[config.mk]
export PLATFORM = sky130hd
export DESIGN_NAME = spi_port
export DESIGN_NICKNAME = d
export VERILOG_FILES = /design/src/verilog/spi_port_pkg.sv /design/src/verilog/spi_port.sv /design/src/verilog/spi_rate_div.sv
export SDC_FILE = /design/constraint.sdc
export NUM_CORES = 1
export LEC_CHECK = 0
export BUFFER_PORTS_ARGS = -buffer_cell sky130_fd_sc_hd__buf_4
export CAP_MARGIN = 15
export CORE_AREA = 2 2 51 100
export DETAILED_ROUTE_END_ITERATION = 7
export DIE_AREA = 0 0 53 102
export GPL_TIMING_DRIVEN = 1
export PLACE_DENSITY = 0.78
export SLEW_MARGIN = 20
export SYNTH_ARGS = -nofsm -noshare
export SYNTH_HDL_FRONTEND = slang
export SYNTH_SLANG_ARGS = --single-unit
[constraint.sdc]
create_clock -name i_sys_clk -period 4.1 [get_ports i_sys_clk]
set_clock_uncertainty 0.2 [all_clocks]
set_input_delay 1.23 -clock i_sys_clk [delete_from_list [all_inputs] [get_ports i_sys_clk]]
set_output_delay 1.23 -clock i_sys_clk [all_outputs]
set_load 0.005 [all_outputs]
[src/verilog/spi_port_pkg.sv]
// shared types and constants for the serial peripheral port
package spi_port_pkg;

  // ---------------------------------------------------------------
  // widths and counts
  // ---------------------------------------------------------------
  localparam int DATA_W = 8;
  localparam int BIT_CNT_W = 3;
  localparam int EDGE_CNT_W = 4;
  localparam int HALF_W = 7;
  localparam logic [BIT_CNT_W-1:0] LAST_BIT = 3'h7;
  localparam logic [EDGE_CNT_W-1:0] LAST_EDGE = 4'hf;

  // ---------------------------------------------------------------
  // clock and timing
  // ---------------------------------------------------------------
  localparam int SYS_CLK_MHZ = 40;
  localparam int SLAVE_MIN_PHASE_CYC = 2;

  // ---------------------------------------------------------------
  // half serial clock period in system cycles, per rate setting
  // ---------------------------------------------------------------
  localparam logic [HALF_W-1:0] HALF_DIV4 = 7'h02;
  localparam logic [HALF_W-1:0] HALF_DIV16 = 7'h08;
  localparam logic [HALF_W-1:0] HALF_DIV64 = 7'h20;
  localparam logic [HALF_W-1:0] HALF_DIV128 = 7'h40;
  localparam logic [HALF_W-1:0] HALF_DIV2 = 7'h01;
  localparam logic [HALF_W-1:0] HALF_DIV8 = 7'h04;
  localparam logic [HALF_W-1:0] HALF_DIV32 = 7'h10;

  // ---------------------------------------------------------------
  // reset values
  // ---------------------------------------------------------------
  localparam logic [DATA_W-1:0] DATA_RST = 8'h00;

  // ---------------------------------------------------------------
  // carriers
  // ---------------------------------------------------------------
  typedef struct packed {
    logic transfer_irq_enable;
    logic serial_port_enable;
    logic bit_order_select;
    logic master_select;
    logic clock_idle_level;
    logic sample_edge_select;
    logic rate_select_hi;
    logic rate_select_lo;
    logic rate_doubler;
  } ctrl_t;

  typedef struct packed {
    logic transfer_done_flag;
    logic write_collision_flag;
    logic master_select;
  } status_t;

  // user data direction of the four pins (1 = output)
  typedef struct packed {
    logic mosi;
    logic miso;
    logic sck;
    logic ss;
  } pin_dir_t;

  localparam ctrl_t CTRL_RST = '0;

endpackage : spi_port_pkg

[src/verilog/spi_port.sv]
// serial peripheral port, master or slave, byte oriented
//
// Contract
// - master data write starts the clock and shifts eight bits out
// - after a master byte the clock stops and done flag sets
// - done flag with irq enable raises the interrupt request
// - next byte by new write or packet end by select; last byte stays readable
// - slave with select high idles, miso off, data writable, no shifting
// - slave completing a byte sets done flag and may request interrupt
// - slave may load next transmit byte before reading received byte
// - transmit single buffered, writes refused during a shift cycle
// - receive double buffered, held until next byte completes, then overwritten
// - slave clock phases must exceed two system cycles each
// - master forces miso input; slave forces mosi, sck, ss input
// - mosi carries master to slave, miso slave to master, simultaneously
// - both lsb first and msb first shifting supported
// - seven distinct master clock rates, fastest divides by two
// - rate bits and doubler choose divide 4,16,64,128 or 2,8,32,64
// - idle level sets sck rest state, phase picks sample edge
// - select input low in master mode drops to slave and sets done
// - data write during a transfer sets the collision flag
`timescale 1ns/1ps
module spi_port
  import spi_port_pkg::*;
(
  input wire logic i_sys_clk,
  input wire logic i_reset,
  input wire logic i_ctrl_wr,
  input wire spi_port_pkg::ctrl_t i_ctrl,
  input wire spi_port_pkg::pin_dir_t i_pin_dir,
  input wire logic i_data_wr,
  input wire logic [spi_port_pkg::DATA_W-1:0] i_data_wdata,
  input wire logic i_data_rd,
  input wire logic i_status_rd,
  input wire logic i_irq_ack,
  output logic [spi_port_pkg::DATA_W-1:0] o_rdata,
  output spi_port_pkg::status_t o_status,
  output logic o_irq,
  input wire logic i_sck_in,
  output logic o_sck_out,
  output logic o_sck_oe,
  input wire logic i_mosi_in,
  output logic o_mosi_out,
  output logic o_mosi_oe,
  input wire logic i_miso_in,
  output logic o_miso_out,
  output logic o_miso_oe,
  input wire logic i_ss_n
);
  import spi_port_pkg::*;

  // ---------------------------------------------------------------
  // helpers
  // ---------------------------------------------------------------
  function automatic logic tx_bit(input logic [DATA_W-1:0] sh, input logic lsb);
    tx_bit = lsb ? sh[0] : sh[DATA_W-1];
  endfunction : tx_bit

  function automatic logic [DATA_W-1:0] shift_in(input logic [DATA_W-1:0] sh, input logic b, input logic lsb);
    shift_in = lsb ? {b, sh[DATA_W-1:1]} : {sh[DATA_W-2:0], b};
  endfunction : shift_in

  function automatic logic [HALF_W-1:0] rate_half(input logic dbl, input logic hi, input logic lo);
    case ({dbl, hi, lo})
      3'h0: rate_half = HALF_DIV4;
      3'h1: rate_half = HALF_DIV16;
      3'h2: rate_half = HALF_DIV64;
      3'h3: rate_half = HALF_DIV128;
      3'h4: rate_half = HALF_DIV2;
      3'h5: rate_half = HALF_DIV8;
      3'h6: rate_half = HALF_DIV32;
      default: rate_half = HALF_DIV64;
    endcase
  endfunction : rate_half

  typedef enum logic {ST_IDLE, ST_SHIFT} mstate_t;

  ctrl_t ctrl_ff, nxt_ctrl;
  mstate_t mst_ff, nxt_mst;
  logic [DATA_W-1:0] sh_ff, nxt_sh, rx_ff, nxt_rx;
  logic [BIT_CNT_W-1:0] bit_cnt_ff, nxt_bit_cnt;
  logic [EDGE_CNT_W-1:0] edge_cnt_ff, nxt_edge_cnt;
  logic out_ff, nxt_out, sck_ph_ff, nxt_sck_ph, sck_prev_ff, ss_prev_ff;
  logic done_ff, nxt_done, write_collision_flag_ff, nxt_write_collision_flag, arm_ff, nxt_arm;
  logic tick, is_master, slave_sel, busy, edge_ev, edge_lead, sample, setup;
  logic rx_in, byte_done, ss_fault, wr_ok, idle_load, flag_clr;

  // ---------------------------------------------------------------
  // master rate divider
  // ---------------------------------------------------------------
  spi_rate_div #(.HALF_W(HALF_W)) u_div (
    .i_sys_clk(i_sys_clk),
    .i_reset(i_reset),
    .i_run(mst_ff == ST_SHIFT),
    .i_half(rate_half(ctrl_ff.rate_doubler, ctrl_ff.rate_select_hi, ctrl_ff.rate_select_lo)),
    .o_tick(tick)
  );

  // ---------------------------------------------------------------
  // edge decode shared by master and slave
  // ---------------------------------------------------------------
  always_comb begin
    is_master = ctrl_ff.serial_port_enable && ctrl_ff.master_select;
    slave_sel = ctrl_ff.serial_port_enable && !ctrl_ff.master_select && !i_ss_n;
    // select input pulled low while master means another master took the bus
    ss_fault = is_master && !i_pin_dir.ss && !i_ss_n;
    busy = (mst_ff == ST_SHIFT) || (slave_sel && bit_cnt_ff != '0);
    if (is_master) begin
      edge_ev = (mst_ff == ST_SHIFT) && tick && !ss_fault;
      edge_lead = !edge_cnt_ff[0];
      rx_in = i_miso_in;
    end else begin
      // slave sck is oversampled, so each phase must outlast two cycles
      edge_ev = slave_sel && (i_sck_in != sck_prev_ff);
      edge_lead = (i_sck_in != ctrl_ff.clock_idle_level);
      rx_in = i_mosi_in;
    end
    sample = edge_ev && (edge_lead ^ ctrl_ff.sample_edge_select);
    setup = edge_ev && !(edge_lead ^ ctrl_ff.sample_edge_select);
    byte_done = is_master ? (edge_ev && edge_cnt_ff == LAST_EDGE)
                          : (sample && bit_cnt_ff == LAST_BIT);
    wr_ok = i_data_wr && !busy && !sample;
    idle_load = !busy;
  end

  // ---------------------------------------------------------------
  // shift datapath, bit counters and master sequencer
  // ---------------------------------------------------------------
  always_comb begin
    nxt_ctrl = ctrl_ff;
    nxt_mst = mst_ff;
    nxt_sh = sh_ff;
    nxt_rx = rx_ff;
    nxt_bit_cnt = bit_cnt_ff;
    nxt_edge_cnt = edge_cnt_ff;
    nxt_out = out_ff;
    nxt_sck_ph = sck_ph_ff;
    if (i_ctrl_wr) begin
      nxt_ctrl = i_ctrl;
    end
    if (ss_fault) begin
      nxt_ctrl.master_select = 1'b0;
    end
    if (sample) begin
      nxt_sh = shift_in(sh_ff, rx_in, ctrl_ff.bit_order_select);
      nxt_bit_cnt = bit_cnt_ff + BIT_CNT_W'(1);
    end else if (wr_ok) begin
      nxt_sh = i_data_wdata;
    end
    if (byte_done) begin
      nxt_rx = nxt_sh;
    end
    // output bit follows the shifter while idle and on setup edges
    if (setup || idle_load) begin
      nxt_out = tx_bit(nxt_sh, ctrl_ff.bit_order_select);
    end
    case (mst_ff)
      ST_IDLE: begin
        nxt_sck_ph = 1'b0;
        nxt_edge_cnt = '0;
        if (is_master && wr_ok && !ss_fault) begin
          nxt_mst = ST_SHIFT;
        end
      end
      ST_SHIFT: begin
        if (ss_fault || !is_master) begin
          nxt_mst = ST_IDLE;
          nxt_bit_cnt = '0;
        end else if (edge_ev) begin
          nxt_sck_ph = !sck_ph_ff;
          nxt_edge_cnt = edge_cnt_ff + EDGE_CNT_W'(1);
          if (byte_done) begin
            nxt_mst = ST_IDLE;
          end
        end
      end
      default: nxt_mst = ST_IDLE;
    endcase
    // select high drops a partial slave byte at once
    if (!is_master && !slave_sel) begin
      nxt_bit_cnt = '0;
    end
  end

  always_ff @(posedge i_sys_clk or posedge i_reset) begin
    if (i_reset) begin
      ctrl_ff <= CTRL_RST;
      mst_ff <= ST_IDLE;
      sh_ff <= DATA_RST;
      rx_ff <= DATA_RST;
      bit_cnt_ff <= '0;
      edge_cnt_ff <= '0;
      out_ff <= 1'b0;
      sck_ph_ff <= 1'b0;
      sck_prev_ff <= 1'b0;
      ss_prev_ff <= 1'b1;
    end else begin
      ctrl_ff <= nxt_ctrl;
      mst_ff <= nxt_mst;
      sh_ff <= nxt_sh;
      rx_ff <= nxt_rx;
      bit_cnt_ff <= nxt_bit_cnt;
      edge_cnt_ff <= nxt_edge_cnt;
      out_ff <= nxt_out;
      sck_ph_ff <= nxt_sck_ph;
      sck_prev_ff <= i_sck_in;
      ss_prev_ff <= i_ss_n;
    end
  end

  // ---------------------------------------------------------------
  // status flags; a set in the clearing cycle wins
  // ---------------------------------------------------------------
  always_comb begin
    flag_clr = arm_ff && (i_data_rd || i_data_wr);
    nxt_arm = arm_ff;
    if (i_status_rd && (done_ff || write_collision_flag_ff)) begin
      nxt_arm = 1'b1;
    end else if (flag_clr) begin
      nxt_arm = 1'b0;
    end
    nxt_done = byte_done || ss_fault || (done_ff && !flag_clr && !i_irq_ack);
    nxt_write_collision_flag = (i_data_wr && (busy || sample)) || (write_collision_flag_ff && !flag_clr);
  end

  always_ff @(posedge i_sys_clk or posedge i_reset) begin
    if (i_reset) begin
      done_ff <= 1'b0;
      write_collision_flag_ff <= 1'b0;
      arm_ff <= 1'b0;
    end else begin
      done_ff <= nxt_done;
      write_collision_flag_ff <= nxt_write_collision_flag;
      arm_ff <= nxt_arm;
    end
  end

  // ---------------------------------------------------------------
  // outputs and pin direction overrides
  // ---------------------------------------------------------------
  always_comb begin
    o_rdata = rx_ff;
    o_status.transfer_done_flag = done_ff;
    o_status.write_collision_flag = write_collision_flag_ff;
    o_status.master_select = ctrl_ff.master_select;
    o_irq = done_ff && ctrl_ff.transfer_irq_enable;
    o_sck_out = ctrl_ff.clock_idle_level ^ sck_ph_ff;
    o_mosi_out = out_ff;
    o_miso_out = out_ff;
    // a disabled port leaves every pin undriven
    o_sck_oe = is_master && i_pin_dir.sck;
    o_mosi_oe = is_master && i_pin_dir.mosi;
    o_miso_oe = slave_sel && i_pin_dir.miso;
  end
endmodule : spi_port

[src/verilog/spi_rate_div.sv]
// serial clock rate divider producing half period enable pulses
`timescale 1ns/1ps
module spi_rate_div #(
  parameter int HALF_W = 7
) (
  input wire logic i_sys_clk,
  input wire logic i_reset,
  input wire logic i_run,
  input wire logic [HALF_W-1:0] i_half,
  output logic o_tick
);

  logic [HALF_W-1:0] cnt_ff;
  logic [HALF_W-1:0] nxt_cnt;

  // ---------------------------------------------------------------
  // counter, restarted while idle so the first half period is whole
  // ---------------------------------------------------------------
  always_comb begin
    o_tick = i_run && (cnt_ff == i_half - HALF_W'(1));
    if (!i_run || o_tick) begin
      nxt_cnt = '0;
    end else begin
      nxt_cnt = cnt_ff + HALF_W'(1);
    end
  end

  always_ff @(posedge i_sys_clk or posedge i_reset) begin
    if (i_reset) begin
      cnt_ff <= '0;
    end else begin
      cnt_ff <= nxt_cnt;
    end
  end
endmodule : spi_rate_div
==> summary.txt <==
Cells and area
  • Share of layout cells above drive strength 1: between 30% and 40%
  • Fillers: 387
  • Inserted Diodes: 0
  • Area delta synth->final: 20.2%
  • Post-layout util: 64.3%
  • Most frequent cells in the layout: 52 x buf_4, 46 x dfrtp_1, 24 x mux2_2
  • NumNets Final: 301
  • Non-filler cells, final: 320
  • Commonest non-fill, non-tap cell in the layout: buf_4

Flow run
  • Max cap viols: 0

Power and ir drop
  • LEAKAGE: about 1.5 nW
  • Worst vdd ir: between 300 and 400 uV
  • Net Switching: about 0.00028 W
  • Combinational power share: roughly 18%
  • Power Internal: slightly below 0.0008 W
  • Clock power frac: 31.5%
  • Switching Share: a little over a quarter
  • Total power: approximately 0.0011 W
  • PwrDens: 359 mW/mm^2
  • Sequential Power Share: ~51%

Critical path
  • Crit path DAT: 1.97 ns
  • CP Data Required Time: around 2.7 ns
  • Crit path max fanout: 4
  • Cell mode on critical path: buf_4
  • CP Cell Sequence: buf_4 > nand2b_1 > nor2_2 > and2_1 > buf_4
  • Startpoint types: input pin
  • CP peak stage delay: ~0.20 ns
  • Worst Path Class, Setup: input pin to output pin
  • Crit end category: output pin
  • CP max-delay cell: nor2_2

Placed design
  • Setup slack at placement: between 0.6 and 0.7 ns
  • Gpl congestion: 0.853
  • Detailed placer's ending HPWL: between 3000 and 4000 um
  • Placed insts: around 310
  • Port Buf Inserts: 49

Synthesis
  • Ys async rst share: 100%
  • Synthesized area: about 0.0025 mm^2
  • Synth top area share: 46.8%
  • Netlist cell types: 41
  • Top_reg_cell synth: dfrtp_1
  • Yosys warnings: 0
  • Mapped Cells: approximately 220
  • Number of synthesized flops with an enable pin: 0
  • Avg Cell Area, Syn: 11.4 um^2
  • Seq/Total Area, Yosys: approximately 47%
  • Top area cells in the synthesized netlist: dfrtp_1 47%, mux2_2 11%, mux2i_1 8.1%
  • Syn nets: roughly 250
  • Cell taking the most area after synthesis: dfrtp_1
  • Flops & latches, synth: 46

STA
  • Worst Max-Slew Pin Slew: about 0.66 ns
  • Slack of the critical path: ~0.70 ns
  • Fin Setup TNS: 0 ns
  • FMAX: just under 0.3 GHz
  • Max-slew violations: 0
  • Tmin final: about 3.4 ns
  • Setup violators final: 0
  • Final Hold Viols: 0
  • RSZ-0062 raised after global routing: false
  • Tcrit/Tclk final: 82.9%
  • Rel. slew slack: about 56%

Floorplan
  • Starting Density: a little over half
  • Die area: around 0.0054 mm^2
  • FP Rows: 35
  • Ports: 50
  • Core Area: between 0.004 and 0.005 mm^2
  • Die H: about 100 um
  • Die Span X: between 50 and 60 um

Global route
  • First-pass GRT wire length: between 8000 and 9000 um
  • Vias in the first global route: ~1800
  • Global-route usage over all layers: a little over a fifth
  • Congestion Overflow GR: 0
  • Largest net degree at the start of global routing: 31
  • Initial antenna violation count: 0

Routing
  • DR iter-0 viols: 36
  • Post-detailed-route count of antenna-violating nets: 0
  • WL final: 5030 um
  • DRC: 0
  • DR pass1 iterations: 4
  • Routed vias: approximately 1800
  • Average routed wire per standard cell: ~16 um
  • Drt via density: 5.55

Clock network
  • CTS H-Tree Depth: 2
  • Clk root buf: clkbuf_8
  • Hold Buf Count CTS: 0
  • Reg clk slew, reported paths: about 0.090 ns
  • # resized after CTS: 0
  • Clock insertion delay at the later pin of the skew report: approximately 0.30 ns
  • CTS Buf Count: 5
  • CTS tree: built
  • Postcts setup bufs: 0
  • Clock Path Buffers: 2
  • Clock sinks: 46

Min path
  • Hold crit path type: flip-flop to flip-flop

Outcome
  • Outcome: complete, no violations
-- synthesized netlist by cell type, types with 2 or more instances --
cell type	instances
nand2b_1	2
buf_4	5
ha_1	5
xor2_1	10
nand3_1	5
a22o_1	5
nor2_1	20
and3_1	4
mux2_2	24
xnor2_1	5
mux2i_1	20
nand3b_1	2
a21oi_1	4
a31oi_1	4
o21ai_0	6
nand2_1	11
mux2_4	2
buf_6	2
inv_1	5
dfrtp_1	46
clkbuf_1	3
and2_1	7
-- routing by layer --
metal | routed length (um) | GRT usage, %
met5 | 0 | 0
met4 | 116 | 9.07
met3 | 161 | 3.80
met2 | 2990 | 40.2
met1 | 1760 | 21.1
-- logic make-up after synthesis --
| logic type | synth area share [%] |
|---|---|
| AOI/OAI and AO/OA | 7.78 |
| xor gates and xnor gates | 5.34 |
| adders and majority gates | 2.54 |
| buffers and inverters | 3.87 |
| DFF | 46.8 |
| muxes | 21.4 |
| and+or+nand+nor | 12.3 |
-- path summary, 6_finish.rpt --
kind	from	endpoint	slack, ns	depth (start not counted)
worst max-delay path	i_ss_n	o_miso_oe	0.70	5
worst min-delay path	arm_ff$_DFFE_PP0P_	arm_ff$_DFFE_PP0P_	0.27	2
worst max register to register	ctrl_ff[2]$_DFFE_PP0P_	o_rdata[7]$_DFFE_PP0P_	1.29	7
worst min register to register	arm_ff$_DFFE_PP0P_	arm_ff$_DFFE_PP0P_	0.27	2
max in group asynchronous	i_reset	o_status[0]$_DFFE_PP0P_	2.25	3
min in group asynchronous	i_reset	o_rdata[7]$_DFFE_PP0P_	0.80	2
-- through the flow --
stage               hold slack (ns)  cell area, um^2
global placement              0.242             2840
finish                        0.269             2960
CTS                           0.275             2960
detailed placement            0.255             2840
floorplan                     0.232             2460
global route                  0.313             2960
-- sequential cells by signal, indices dropped and copies added, names as in the netlist --
register,flops
sck_ph_ff,1
done_ff,1
sck_prev_ff,1
o_miso_out,1
mst_ff,1
edge_cnt_ff,4
write_collision_flag_ff,1
arm_ff,1
ctrl_ff,8
sh_ff,8
o_rdata,8
o_status,1
bit_cnt_ff,3
u_div.cnt_ff,7
-- layout make-up --
cell class              instances  area (um^2)  area share, %
inverters                       5         18.8          0.635
multi-input cells             154         1210           41.0
well taps                      55         68.8           2.33
clock inverters                 3         45.0           1.52
repair buffers                 52          390           13.2
clock buffers                   5         68.8           2.33
flip-flops and latches         46         1150           38.9
-- power groups by stage --
stage	Clock, W	Combinational (W)	Sequential (W)
after floorplan	0	0.000142	0.000524
after global placement	0	0.000189	0.000544
after detailed placement	0	0.000193	0.000546
after CTS	0.000345	0.000194	0.000537
after global routing	0.000359	0.000212	0.000542
final	0.000335	0.000191	0.000536
-- critical path: cells and delay by family --
| family | cells | cell delay (ns) |
|---|---|---|
| AND/OR/NAND/NOR | 3 | 0.52 |
| buffers and inverters | 2 | 0.22 |
Power figures use the tool's default switching activity.
